`src/bce_pkg.sv`:
```
// constants, opcodes and flag layout for the branch and compare execute block
// Operation
// - signed-by-unsigned fractional multiply: product shifted left one into r1:r0, Z and C, 2 cycles
// - relative call loads pc plus offset plus one, flags kept, 3 cycles
// - indirect call loads pc from the pointer pair, flags kept, 3 cycles
// - direct call loads pc with the absolute target, flags kept, 4 cycles
// - subroutine return restores pc from stack, flags kept, 4 cycles
// - interrupt return restores pc from stack, sets global interrupt enable, 4 cycles
// - compare and skip advances pc by 2 or 3 when equal, 1/2/3 cycles
// - compare with borrow subtracts register and carry, sets Z N V C H, 1 cycle
// - compare immediate subtracts constant, sets Z N V C H, 1 cycle
// - skip on register bit one advances pc by 2 or 3, 1/2/3 cycles
// - skip on io bit zero advances pc by 2 or 3, 1/2/3 cycles
// - branch on status bit one loads pc plus offset plus one, 1/2 cycles
// - branch unequal taken only while Z is clear, 1 or 2 cycles
// - signed at-least branch taken when N xor V is zero, 1/2 cycles
// - branch no carry taken only when C is zero, 1/2 cycles
// - indirect jump loads pc from the pointer pair, flags kept, 2 cycles
package bce_pkg;

  // widths
  localparam int BCE_PC_W   = 16;
  localparam int BCE_OFS_W  = 12; // relative call displacement
  localparam int BCE_BOFS_W = 7;  // conditional branch displacement

  // status register bit positions
  localparam int BCE_FLAG_I = 7;
  localparam int BCE_FLAG_H = 5;
  localparam int BCE_FLAG_V = 3;
  localparam int BCE_FLAG_N = 2;
  localparam int BCE_FLAG_Z = 1;
  localparam int BCE_FLAG_C = 0;

  // reset values
  localparam logic [7:0]  BCE_FLG_RST  = 8'h00;
  localparam logic [15:0] BCE_PC_RST   = 16'h0000;

  // cycle counts
  localparam logic [2:0] BCE_CYC_ONE   = 3'h1;
  localparam logic [2:0] BCE_CYC_TWO   = 3'h2;
  localparam logic [2:0] BCE_CYC_THREE = 3'h3;
  localparam logic [2:0] BCE_CYC_FOUR  = 3'h4;

  // pc step sizes
  localparam logic [15:0] BCE_STEP_ONE   = 16'h0001;
  localparam logic [15:0] BCE_STEP_TWO   = 16'h0002;
  localparam logic [15:0] BCE_STEP_THREE = 16'h0003;

  // instructions executed by this block
  typedef enum logic [3:0] {
    BCE_FRAC_MUL_SIGNED_UNSIGNED,
    BCE_RELATIVE_SUBROUTINE_CALL,
    BCE_INDIRECT_SUBROUTINE_CALL,
    BCE_DIRECT_SUBROUTINE_CALL,
    BCE_SUBROUTINE_RETURN,
    BCE_INTERRUPT_RETURN,
    BCE_COMPARE_SKIP_EQUAL,
    BCE_COMPARE_WITH_BORROW,
    BCE_COMPARE_IMMEDIATE,
    BCE_SKIP_REG_BIT_ONE,
    BCE_SKIP_IO_BIT_ZERO,
    BCE_BRANCH_STATUS_BIT_ONE,
    BCE_BRANCH_UNEQUAL,
    BCE_BRANCH_SIGNED_AT_LEAST,
    BCE_BRANCH_NO_CARRY,
    BCE_INDIRECT_JUMP
  } bce_op_t;

endpackage

```
`src/bce_branch_compare_execute.sv`:
```
// execute unit for calls, returns, compares, skips, branches and fractional multiply
`timescale 1ns/1ps
module bce_branch_compare_execute #(
  parameter int PC_W   = bce_pkg::BCE_PC_W,
  parameter int OFS_W  = bce_pkg::BCE_OFS_W,
  parameter int BOFS_W = bce_pkg::BCE_BOFS_W
) (
  input  wire logic              SYS_CLK_I,
  input  wire logic              RST_N_I,
  input  wire logic              START_I,
  input  wire bce_pkg::bce_op_t  OP_I,
  input  wire logic [PC_W-1:0]   PC_I,
  input  wire logic [7:0]        RD_I,
  input  wire logic [7:0]        RR_I,
  input  wire logic [7:0]        IMM_I,
  input  wire logic [OFS_W-1:0]  OFFSET_I,
  input  wire logic [PC_W-1:0]   TARGET_I,
  input  wire logic [PC_W-1:0]   ZPTR_I,
  input  wire logic [PC_W-1:0]   STACK_PC_I,
  input  wire logic [2:0]        BIT_SEL_I,
  input  wire logic [7:0]        IO_BYTE_I,
  input  wire logic [7:0]        STATUS_REG_I,
  input  wire logic              NEXT_TWO_WORD_I,
  output logic                   BUSY_O,
  output logic                   DONE_O,
  output logic [PC_W-1:0]        PC_O,
  output logic [7:0]             STATUS_REG_O,
  output logic [15:0]            RES_O,
  output logic                   RES_WE_O,
  output logic                   PUSH_O,
  output logic                   POP_O,
  output logic [PC_W-1:0]        RET_ADDR_O,
  output logic [2:0]             CYCLES_O
);

  // whole module state
  typedef struct packed {
    logic            busy;
    logic [2:0]      cnt;
    logic [2:0]      cycles;
    logic [PC_W-1:0] pc;
    logic [7:0]      flg;
    logic [15:0]     res;
    logic            res_we;
    logic            push;
    logic            pop;
    logic [PC_W-1:0] ret_addr;
  } bce_state_t;

  bce_state_t       st_reg;
  bce_state_t       st_next;

  logic             done;
  logic             accept;
  logic [PC_W-1:0]  call_ofs;
  logic [PC_W-1:0]  br_ofs;
  logic [PC_W-1:0]  pc_plus1;
  logic [PC_W-1:0]  pc_skip;
  logic [PC_W-1:0]  pc_call;
  logic [PC_W-1:0]  pc_branch;
  logic [2:0]       skip_cyc;
  logic [7:0]       cmp_b;
  logic             cmp_borrow;
  logic             cmp_chain;
  logic             cmp_z;
  logic             cmp_n;
  logic             cmp_v;
  logic             cmp_c;
  logic             cmp_h;
  logic signed [16:0] prod_full;
  logic [15:0]      prod;
  logic [15:0]      frac_res;

  logic [PC_W-1:0]  dec_pc;
  logic [7:0]       dec_flg;
  logic [15:0]      dec_res;
  logic             dec_res_we;
  logic             dec_push;
  logic             dec_pop;
  logic [PC_W-1:0]  dec_ret;
  logic [2:0]       dec_cyc;
  logic             take;

  // handshake: last cycle of an instruction, and start acceptance
  assign done   = st_reg.busy && (st_reg.cnt == bce_pkg::BCE_CYC_ONE);
  assign accept = START_I && (!st_reg.busy || done);

  // signed displacements widened to pc width
  assign call_ofs = {{(PC_W-OFS_W){OFFSET_I[OFS_W-1]}}, OFFSET_I};
  assign br_ofs   = {{(PC_W-BOFS_W){OFFSET_I[BOFS_W-1]}}, OFFSET_I[BOFS_W-1:0]};

  // candidate program counters
  assign pc_plus1  = PC_I + bce_pkg::BCE_STEP_ONE[PC_W-1:0];
  assign pc_call   = PC_I + call_ofs + bce_pkg::BCE_STEP_ONE[PC_W-1:0];
  assign pc_branch = PC_I + br_ofs + bce_pkg::BCE_STEP_ONE[PC_W-1:0];
  // a skipped two-word instruction costs one more word and one more cycle
  assign pc_skip   = NEXT_TWO_WORD_I ? PC_I + bce_pkg::BCE_STEP_THREE[PC_W-1:0]
                                     : PC_I + bce_pkg::BCE_STEP_TWO[PC_W-1:0];
  assign skip_cyc  = NEXT_TWO_WORD_I ? bce_pkg::BCE_CYC_THREE : bce_pkg::BCE_CYC_TWO;

  // compare operand select: register with carry, or immediate
  assign cmp_b      = (OP_I == bce_pkg::BCE_COMPARE_IMMEDIATE) ? IMM_I : RR_I;
  assign cmp_borrow = (OP_I == bce_pkg::BCE_COMPARE_WITH_BORROW) && STATUS_REG_I[bce_pkg::BCE_FLAG_C];
  assign cmp_chain  = (OP_I == bce_pkg::BCE_COMPARE_WITH_BORROW) ? STATUS_REG_I[bce_pkg::BCE_FLAG_Z] : 1'b1;

  bce_cmp_flags u_cmp (
    .a_i       (RD_I),
    .b_i       (cmp_b),
    .borrow_i  (cmp_borrow),
    .chain_z_i (cmp_chain),
    .z_o       (cmp_z),
    .n_o       (cmp_n),
    .v_o       (cmp_v),
    .c_o       (cmp_c),
    .h_o       (cmp_h)
  );

  // signed multiplicand times unsigned multiplier, then one-bit fractional shift
  assign prod_full = $signed(RD_I) * $signed({1'b0, RR_I});
  assign prod      = prod_full[15:0];
  assign frac_res  = {prod[14:0], 1'b0};

  // per-instruction decode of pc, flags, result and cycle count
  always_comb
  begin
    dec_pc     = pc_plus1;
    dec_flg    = STATUS_REG_I;
    dec_res    = st_reg.res;
    dec_res_we = 1'b0;
    dec_push   = 1'b0;
    dec_pop    = 1'b0;
    dec_ret    = pc_plus1;
    dec_cyc    = bce_pkg::BCE_CYC_ONE;
    take       = 1'b0;
    unique case (OP_I)
      bce_pkg::BCE_FRAC_MUL_SIGNED_UNSIGNED:
      begin
        dec_res                        = frac_res;
        dec_res_we                     = 1'b1;
        dec_flg[bce_pkg::BCE_FLAG_C]   = prod[15];
        dec_flg[bce_pkg::BCE_FLAG_Z]   = (frac_res == 16'h0000);
        dec_cyc                        = bce_pkg::BCE_CYC_TWO;
      end
      bce_pkg::BCE_RELATIVE_SUBROUTINE_CALL:
      begin
        dec_pc   = pc_call;
        dec_push = 1'b1;
        dec_cyc  = bce_pkg::BCE_CYC_THREE;
      end
      bce_pkg::BCE_INDIRECT_SUBROUTINE_CALL:
      begin
        dec_pc   = ZPTR_I;
        dec_push = 1'b1;
        dec_cyc  = bce_pkg::BCE_CYC_THREE;
      end
      bce_pkg::BCE_DIRECT_SUBROUTINE_CALL:
      begin
        dec_pc   = TARGET_I;
        dec_push = 1'b1;
        dec_ret  = PC_I + bce_pkg::BCE_STEP_TWO[PC_W-1:0]; // target word follows the opcode
        dec_cyc  = bce_pkg::BCE_CYC_FOUR;
      end
      bce_pkg::BCE_SUBROUTINE_RETURN:
      begin
        dec_pc  = STACK_PC_I;
        dec_pop = 1'b1;
        dec_cyc = bce_pkg::BCE_CYC_FOUR;
      end
      bce_pkg::BCE_INTERRUPT_RETURN:
      begin
        dec_pc                        = STACK_PC_I;
        dec_pop                       = 1'b1;
        dec_flg[bce_pkg::BCE_FLAG_I]  = 1'b1;
        dec_cyc                       = bce_pkg::BCE_CYC_FOUR;
      end
      bce_pkg::BCE_COMPARE_SKIP_EQUAL:
      begin
        if (RD_I == RR_I)
        begin
          dec_pc  = pc_skip;
          dec_cyc = skip_cyc;
        end
      end
      bce_pkg::BCE_COMPARE_WITH_BORROW,
      bce_pkg::BCE_COMPARE_IMMEDIATE:
      begin
        dec_flg[bce_pkg::BCE_FLAG_Z] = cmp_z;
        dec_flg[bce_pkg::BCE_FLAG_N] = cmp_n;
        dec_flg[bce_pkg::BCE_FLAG_V] = cmp_v;
        dec_flg[bce_pkg::BCE_FLAG_C] = cmp_c;
        dec_flg[bce_pkg::BCE_FLAG_H] = cmp_h;
      end
      bce_pkg::BCE_SKIP_REG_BIT_ONE:
      begin
        if (RR_I[BIT_SEL_I])
        begin
          dec_pc  = pc_skip;
          dec_cyc = skip_cyc;
        end
      end
      bce_pkg::BCE_SKIP_IO_BIT_ZERO:
      begin
        if (!IO_BYTE_I[BIT_SEL_I])
        begin
          dec_pc  = pc_skip;
          dec_cyc = skip_cyc;
        end
      end
      bce_pkg::BCE_BRANCH_STATUS_BIT_ONE:
        take = STATUS_REG_I[BIT_SEL_I];
      bce_pkg::BCE_BRANCH_UNEQUAL:
        take = !STATUS_REG_I[bce_pkg::BCE_FLAG_Z];
      bce_pkg::BCE_BRANCH_SIGNED_AT_LEAST:
        take = !(STATUS_REG_I[bce_pkg::BCE_FLAG_N] ^ STATUS_REG_I[bce_pkg::BCE_FLAG_V]);
      bce_pkg::BCE_BRANCH_NO_CARRY:
        take = !STATUS_REG_I[bce_pkg::BCE_FLAG_C];
      bce_pkg::BCE_INDIRECT_JUMP:
      begin
        dec_pc  = ZPTR_I;
        dec_cyc = bce_pkg::BCE_CYC_TWO;
      end
    endcase
    // conditional branches share the taken path: one extra cycle
    if (take)
    begin
      dec_pc  = pc_branch;
      dec_cyc = bce_pkg::BCE_CYC_TWO;
    end
  end

  // next state: count down the busy instruction, load a new one on accept
  always_comb
  begin
    st_next = st_reg;
    if (st_reg.busy)
    begin
      st_next.cnt = st_reg.cnt - bce_pkg::BCE_CYC_ONE;
      if (done)
        st_next.busy = 1'b0;
    end
    if (accept)
    begin
      st_next.busy     = 1'b1;
      st_next.cnt      = dec_cyc;
      st_next.cycles   = dec_cyc;
      st_next.pc       = dec_pc;
      st_next.flg      = dec_flg;
      st_next.res      = dec_res;
      st_next.res_we   = dec_res_we;
      st_next.push     = dec_push;
      st_next.pop      = dec_pop;
      st_next.ret_addr = dec_ret;
    end
  end

  // state register, synchronous active-low reset
  always_ff @(posedge SYS_CLK_I)
  begin
    if (!RST_N_I)
    begin
      st_reg          <= '0;
      st_reg.pc       <= bce_pkg::BCE_PC_RST[PC_W-1:0];
      st_reg.flg      <= bce_pkg::BCE_FLG_RST;
    end
    else
      st_reg <= st_next;
  end

  // outputs
  assign BUSY_O       = st_reg.busy;
  assign DONE_O       = done;
  assign PC_O         = st_reg.pc;
  assign STATUS_REG_O = st_reg.flg;
  assign RES_O        = st_reg.res;
  assign CYCLES_O     = st_reg.cycles;
  assign RET_ADDR_O   = st_reg.ret_addr;
  assign RES_WE_O     = done && st_reg.res_we;
  assign PUSH_O       = done && st_reg.push;
  assign POP_O        = done && st_reg.pop;
endmodule

```
`src/bce_cmp_flags.sv`:
```
// subtract-without-store flag unit for the compare instructions
`timescale 1ns/1ps
module bce_cmp_flags (
  input  wire logic [7:0] a_i,
  input  wire logic [7:0] b_i,
  input  wire logic       borrow_i,
  input  wire logic       chain_z_i,
  output logic            z_o,
  output logic            n_o,
  output logic            v_o,
  output logic            c_o,
  output logic            h_o
);

  logic [7:0] diff;

  // difference is only used for flags, never stored
  assign diff = a_i - b_i - {7'h00, borrow_i};

  // borrow out of bit 3 and bit 7, signed overflow, sign
  assign h_o = (~a_i[3] & b_i[3]) | (b_i[3] & diff[3]) | (diff[3] & ~a_i[3]);
  assign c_o = (~a_i[7] & b_i[7]) | (b_i[7] & diff[7]) | (diff[7] & ~a_i[7]);
  assign v_o = (a_i[7] & ~b_i[7] & ~diff[7]) | (~a_i[7] & b_i[7] & diff[7]);
  assign n_o = diff[7];
  // chained zero lets multi-byte compares keep a clear Z
  assign z_o = (diff == 8'h00) & chain_z_i;

endmodule

```
`config.mk`:
```
export PLATFORM = sky130hd
export DESIGN_NAME = bce_branch_compare_execute
export DESIGN_NICKNAME = d
export VERILOG_FILES = /design/src/bce_pkg.sv /design/src/bce_branch_compare_execute.sv /design/src/bce_cmp_flags.sv
export SDC_FILE = /design/constraint.sdc
export NUM_CORES = 1
export LEC_CHECK = 0
export BUFFER_PORTS_ARGS = -buffer_cell sky130_fd_sc_hd__buf_4
export CAP_MARGIN = 0
export CORE_UTILIZATION = 35
export CTS_CLUSTER_SIZE = 28
export DETAILED_ROUTE_END_ITERATION = 10
export HOLD_SLACK_MARGIN = 0.02
export PLACE_DENSITY_LB_ADDON = 0.1
export SKIP_CTS_REPAIR_TIMING = 1
export SLEW_MARGIN = 0
export SYNTH_ARGS = -nofsm -noshare
export SYNTH_HDL_FRONTEND = slang
export SYNTH_SLANG_ARGS = --single-unit
```
`constraint.sdc`:
```
create_clock -name SYS_CLK_I -period 10.6 [get_ports SYS_CLK_I]
set_input_delay 1.59 -clock SYS_CLK_I [delete_from_list [all_inputs] [get_ports SYS_CLK_I]]
set_output_delay 1.59 -clock SYS_CLK_I [all_outputs]
set_load 0.03 [all_outputs]
```
==> results.cfg, run 1 <==
[synthesis]
synth_cell_types = 77
synthMuxAreaShare_pct = 3.48
post_synth_fa_ha_maj_area_fraction_pct = 22.1
synth_nets = 1372
yosys-top-cells-area = dfxtp_1 15%, ha_1 13%, fa_1 9.1%, buf_4 5.3%, nand2_1 4.5%
synth-compound-area-share_pct = 20.7
ys_ff_latch = 65
synth_edf_count = 0
synthSimpleGateAreaFrac_pct = 20.2
seq_area_frac_synth_pct = 14.8
post_synth_xor_area_fraction_pct = 6.89
synth_warnings = 0
yosysTopAreaCell = dfxtp_1
avgSynthCellArea_um2 = 7.88
synth_top_area_share_pct = 14.8
syn_inst = 1114
synthFlopType = dfxtp_1
synth_top_family_by_area = adder cells
syn_area_um2 = 8770
async_flop_share_pct = 0

[pwr]
peakVddDrop_v = 0.0000757
seq_power_share_pct = 21.1
comb_power_share_pct = 53.2
powerDensity_nw_per_um2 = 127
p_clk_share_pct = 25.7
swShare_pct = 41.0
power.leakage_nw = 4.52
p_int_mw = 0.773
p_sw_mw = 0.537

[min_path]
hp-start = RES_O[3]$_SDFFE_PN0P_
min_path_type = reg -> reg

[routing]
wl_per_cell_um = 18.7
wl_mm = 28.9
drc = 0
vias_per_cell = 5.29
firstDrtPassIters = 6
vias = 8153
postRouteAntennaNets = 0
drt_iter0_markers = 643

[sta]
slew_headroom_pct = 33.6
period_needed_ns = 5.82
holdWs_ns = 0.452
setup_tns_ns = 0
max_freq_ghz = 0.172
maxSlewViolCount = 0
hold_viol_final = 0
rsz0062_at_grt = false
min_period_over_period_pct = 54.9
skew_ns = 0.00820
tightest_slew_ns = 0.996
setup_viol = 0

[cts]
cts.clk_slew.worst_paths_ns = 0.06
numClockSinks = 65
cts_tree = yes
htree_levels = 3
clk_path_buf_depth = 2
cts_inserted_buffers = 9
clkLatencyLatePin_ns = 0.35
cts-root-buf = clkbuf_16

[die]
chipHeight_um = 160
ios = 191
die_area_um2 = 25700
start_util_pct = 35.9
coreArea_um2 = 24500
die_w_um = 160
rows = 57

[worst_setup_path]
cp_max_fo = 7
critPathKind = in -> reg
setup.worst_path.start_class = primary input
endpoint = STATUS_REG_O[1]$_SDFFE_PN0P_
worstReg2RegStart = st_reg[62]$_SDFFE_PN0P_
crit_required_ns = 10.89
crit_cells = 18
crit_path_start = RD_I[7]
cp_top_family = adder cells
crit_arrival_ns = 6.11
cp_cell_sequence = buf_4 > inv_1 > nor2_1 > fa_1 > fa_1 > fa_1 > inv_1 > fa_1 > inv_1 > ha_1 > o21a_1 > o31a_1 > o31a_1 > a21oi_1 > or4_1 > nor4_1 > a21oi_1 > nor2_1
rrSetupSlack_ns = 8.00
cp_common_cell = fa_1
crit_buf_inv = 4
critPathMaxStageDelay_ns = 0.54
r2r_cells = 9
r2r_end = PC_O[8]$_SDFFE_PN0P_
cp_slowest_cell = fa_1
end_kind = flip-flop

[place]
dpl.hpwl_mm = 23.4
io_buffers = 189
place_area_um2 = 9980
place_congestion = 0.872

[grt]
grt.total_usage_pct = 22.2
grt_antenna_before_repair = 0
grt_pass1_vias = 7648
grt_max_degree = 46
grt_overflow = 0
grt_pass1_wl_mm = 44.3

[layout]
nets = 1470
multi_input_area_um2 = 6440
seq_area_um2 = 1300
final_core_util_pct = 42.1
n_antenna_cell = 0
drive_gt1_share_pct = 21.0
final_area_um2 = 10300
syn2layout_area_growth_pct = 17.5
fillCellCount = 2612

[flow_run]
drv_cap = 0

[status]
outcome = finished, final reports clean
==> cells by family after synthesis <==
family / after synthesis
fa+ha+maj: 131
xor+xnor: 69
flops: 65
other cells: 1
compound gates: 260
simple gates: 360
buf+inv: 205
mux: 23
==> tightest hold or removal path, stage by stage, from the launching register on <==
cell and delay (ns):
dfxtp_1 0.30, nand2_1 0.05, a21oi_1 0.05
==> cell type report <==
type,instances,share of cell area (%)
Clock buffer,11,2.45
Clock inverter,4,0.741
Inverter,97,3.53
Multi-Input combinational cell,844,62.5
Sequential cell,65,12.6
Tap cell,324,3.93
Timing Repair Buffer,195,14.2
==> cells in the final DEF, fill, tap and decap left out, types with 7 or more instances in the layout <==
cell / Yosys / layout
a31oi_1: 7 / 7
and2_1: 40 / 39
nor2b_1: 12 / 12
o21a_1: 10 / 10
inv_1: 94 / 94
nand2_1: 106 / 106
nor4_1: 10 / 10
o21ai_0: 39 / 39
and3_1: 8 / 8
nand3_1: 18 / 18
mux2_2: 8 / 8
a221oi_1: 7 / 7
mux2i_1: 8 / 8
o2111ai_1: 7 / 7
xnor2_1: 41 / 41
clkbuf_16: 0 / 9
nor2_1: 82 / 82
ha_1: 91 / 91
nor3_1: 32 / 32
a21oi_1: 69 / 69
buf_4: 62 / 195
a211oi_1: 22 / 22
a222oi_1: 14 / 14
xor2_1: 28 / 28
o22ai_1: 10 / 10
dfxtp_1: 65 / 65
nand2b_1: 20 / 20
fa_1: 40 / 40
==> layer usage <==
layer | up-vias | wire length, µm | global-route usage (%)
met4 | 0 | 342 | 4.94
met2 | 278 | 12000 | 32.0
li1 | 4050 | - | -
met5 | - | 0 | 0
met3 | 21 | 1880 | 3.56
met1 | 3804 | 14700 | 34.1
==> metrics by stage <==
stage	std cells	power, mW	setup WS, ns
detailed placement	1525	0.973	4.40
floorplan	1114	0.794	4.82
global placement	1525	0.975	4.50
CTS	1540	1.32	4.76
global route	1540	1.41	4.50
finish	1540	1.31	4.78
==> worst min path at each step <==
stage	endpoint	cells past startpoint
2_1_floorplan	st_reg[16]$_SDFFE_PN0P_	2
3_3_place_gp	st_reg[18]$_SDFFE_PN0P_	2
3_5_place_dp	st_reg[16]$_SDFFE_PN0P_	2
4_1_cts	st_reg[16]$_SDFFE_PN0P_	2
5_1_grt	st_reg[18]$_SDFFE_PN0P_	2
6_report	RES_O[3]$_SDFFE_PN0P_	2
==> Yosys cell counts (7+ instances only) <==
| library cell | count |
|---|---|
| a211oi_1 | 22 |
| a21oi_1 | 69 |
| a221oi_1 | 7 |
| a222oi_1 | 14 |
| a31oi_1 | 7 |
| and2_1 | 40 |
| and3_1 | 8 |
| buf_4 | 62 |
| clkbuf_1 | 37 |
| dfxtp_1 | 65 |
| fa_1 | 40 |
| ha_1 | 91 |
| inv_1 | 94 |
| mux2_2 | 8 |
| mux2i_1 | 8 |
| nand2_1 | 106 |
| nand2b_1 | 20 |
| nand3_1 | 18 |
| nor2_1 | 82 |
| nor2b_1 | 12 |
| nor3_1 | 32 |
| nor4_1 | 10 |
| o2111ai_1 | 7 |
| o21a_1 | 10 |
| o21ai_0 | 39 |
| o22ai_1 | 10 |
| xnor2_1 | 41 |
| xor2_1 | 28 |
==> power groups by stage <==
stage | combinational, mW | clock (mW) | sequential, mW
finish | 0.697 | 0.336 | 0.276
global route | 0.777 | 0.352 | 0.278
global placement | 0.694 | 0 | 0.281
CTS | 0.699 | 0.342 | 0.276
floorplan | 0.518 | 0 | 0.276
detailed placement | 0.692 | 0 | 0.281
(Power assumes the default switching activity.)
==> run 2: changes to the inputs <==
==> constraint.sdc (replaced) <==
create_clock -name SYS_CLK_I -period 4.7 [get_ports SYS_CLK_I]
set_input_delay 0.705 -clock SYS_CLK_I [delete_from_list [all_inputs] [get_ports SYS_CLK_I]]
set_output_delay 0.705 -clock SYS_CLK_I [all_outputs]
set_load 0.03 [all_outputs]
==> run 2 against run 1 <==
  * Via count increased by 2.2%
  * Final area increased by 5.6%
  * Hold slack got worse by 0.0019 ns
  * Largest cell class unchanged
  * Largest power group unchanged
  * Highest routed layer unchanged
==> results.cfg, run 2 (synthesis results as in run 1) <==
[status]
outcome = finished, final reports clean

[die]
die_area_um2 = 25700
ios = 191
rows = 57
die_w_um = 160
coreArea_um2 = 24500
start_util_pct = 35.9
chipHeight_um = 160

[layout]
mostFrequentLayoutCell = buf_4
drive_gt1_share_pct = 27.0
n_antenna_cell = 0
final_cell_mix = 245 x buf_4, 106 x nand2_1, 87 x ha_1, 85 x inv_1, 80 x nor2_1
multi_input_area_um2 = 6610
seq_area_um2 = 1300
final_area_um2 = 10900
syn2layout_area_growth_pct = 24.0
nets = 1522
fillCellCount = 2558

[sta]
rsz0062_at_grt = true
setup_viol = 0
min_period_over_period_pct = 99.4
hold_viol_final = 0
skew_ns = 0.00811
period_needed_ns = 4.67
worst_slack_ns = 0.0279
slew_headroom_pct = 32.2
max_freq_ghz = 0.214
tightest_slew_ns = 1.02
maxSlewViolCount = 0

[cts]
clkLatencyLatePin_ns = 0.34
cts-root-buf = clkbuf_16
htree_levels = 3
cts_tree = yes
cts.clk_slew.worst_paths_ns = 0.06
numClockSinks = 65
cts_inserted_buffers = 9
clk_path_buf_depth = 2

[worst_setup_path]
critPathKind = in -> reg
cp_cell_sequence = buf_8 > and2_4 > fa_1 > inv_2 > fa_1 > inv_2 > fa_1 > inv_2 > fa_1 > inv_2 > ha_4 > o21a_1 > o31a_1 > o31a_1 > buf_4 > o22ai_4 > xnor2_2 > nor4_4 > a21oi_2 > nor2_1
critPathMaxStageDelay_ns = 0.55
cp_top_family = adder cells
setup.worst_path.start_class = primary input
crit_buf_inv = 6
cp_slowest_cell = fa_1
cp_max_fo = 5
crit_arrival_ns = 4.94
end_kind = flip-flop
crit_required_ns = 4.97

[place]
place_area_um2 = 10400
dp_slack_ns = -0.352
place_congestion = 0.884
dpl.hpwl_mm = 24.0
io_buffers = 189

[routing]
wl_per_cell_um = 18.4
postRouteAntennaNets = 0
wl_met1_mm = 14.8
firstDrtPassIters = 7
top_layer_used = met4
vias = 8333
wl_mm = 29.3
wl_met3_mm = 2.23
vias_per_cell = 5.23
drt_iter0_markers = 523
drc = 0
wl_met2_mm = 12.1

[pwr]
powerDensity_nw_per_um2 = 313
peakVddDrop_v = 0.000152
power.leakage_nw = 4.80

[grt]
grt.total_usage_pct = 22.9
grt_antenna_before_repair = 0
grt_pass1_wl_mm = 46.2
grt_overflow = 0
grt_max_degree = 33
grt_pass1_vias = 7975

[min_path]
min_path_type = reg -> reg

[flow_run]
drv_cap = 0
==> run 2: cell types whose count changed in the layout (fill, tap and decap cells not counted), moves of 4 or more <==
cell / previous run / this run
buf_4: 195 / 245
inv_1: 94 / 85
inv_2: 3 / 10
ha_1: 91 / 87
nor3_1: 32 / 28
==> run 2: worst reg2reg max path: stages, from the launching register on <==
cell and delay (ns):
dfxtp_1 0.30, inv_1 0.07, ha_1 0.16, nand2b_1 0.09
nand2_1 0.12, nand2_1 0.09, nor2_2 0.59, nand2_1 0.11
a221oi_1 0.51, a21oi_1 0.14
==> run 2: worst paths after layout <==
check,slack [ns],endpoint,cells past startpoint,from
worst max-delay path,0.03,STATUS_REG_O[1]$_SDFFE_PN0P_,20,RR_I[5]
worst min register to register,0.45,st_reg[16]$_SDFFE_PN0P_,2,st_reg[16]$_SDFFE_PN0P_
worst max register to register,2.39,PC_O[8]$_SDFFE_PN0P_,9,st_reg[63]$_SDFFE_PN0P_
worst min-delay path,0.45,st_reg[16]$_SDFFE_PN0P_,2,st_reg[16]$_SDFFE_PN0P_
==> run 2: power breakdown <==
group	internal [mW]	leakage (nW)	total, mW	switching [mW]
clock network	0.469	0.156	0.743	0.274
registers	0.594	0.534	0.623	0.0290
logic	0.954	4.11	2.04	1.08
==> run 2: stage by stage <==
| step | utilization [%] | std cells | hold WS, ns | TNS (ns) | total power, mW |
|---|---|---|---|---|---|
| final | 44.5 | 1593 | 0.450 | 0 | 3.40 |
| after detailed placement | 42.5 | 1576 | 0.445 | -1.37 | 2.50 |
| after global placement | 42.5 | 1576 | 0.440 | -1.35 | 2.50 |
| after floorplan | - | 1114 | 0.432 | 0 | 1.82 |
| after global routing | 44.5 | 1593 | 0.480 | -0.259 | 3.66 |
| after CTS | 43.8 | 1592 | 0.453 | -0.0138 | 3.27 |
==> run 2: final cells by class <==
cell class              instances  area share [%]
clock inverters                 7           0.943
inverters                      97            3.38
clock buffers                   9            2.07
flip-flops and latches         65            12.0
well taps                     324            3.73
repair buffers                247            17.1
multi-input cells             844            60.8
==> run 2: layer usage <==
metal | vias up | track usage, %
met1 | 3907 | 34.8
met2 | 277 | 32.9
met4 | 0 | 3.03
met3 | 11 | 5.45
met5 | - | 0
li1 | 4138 | -
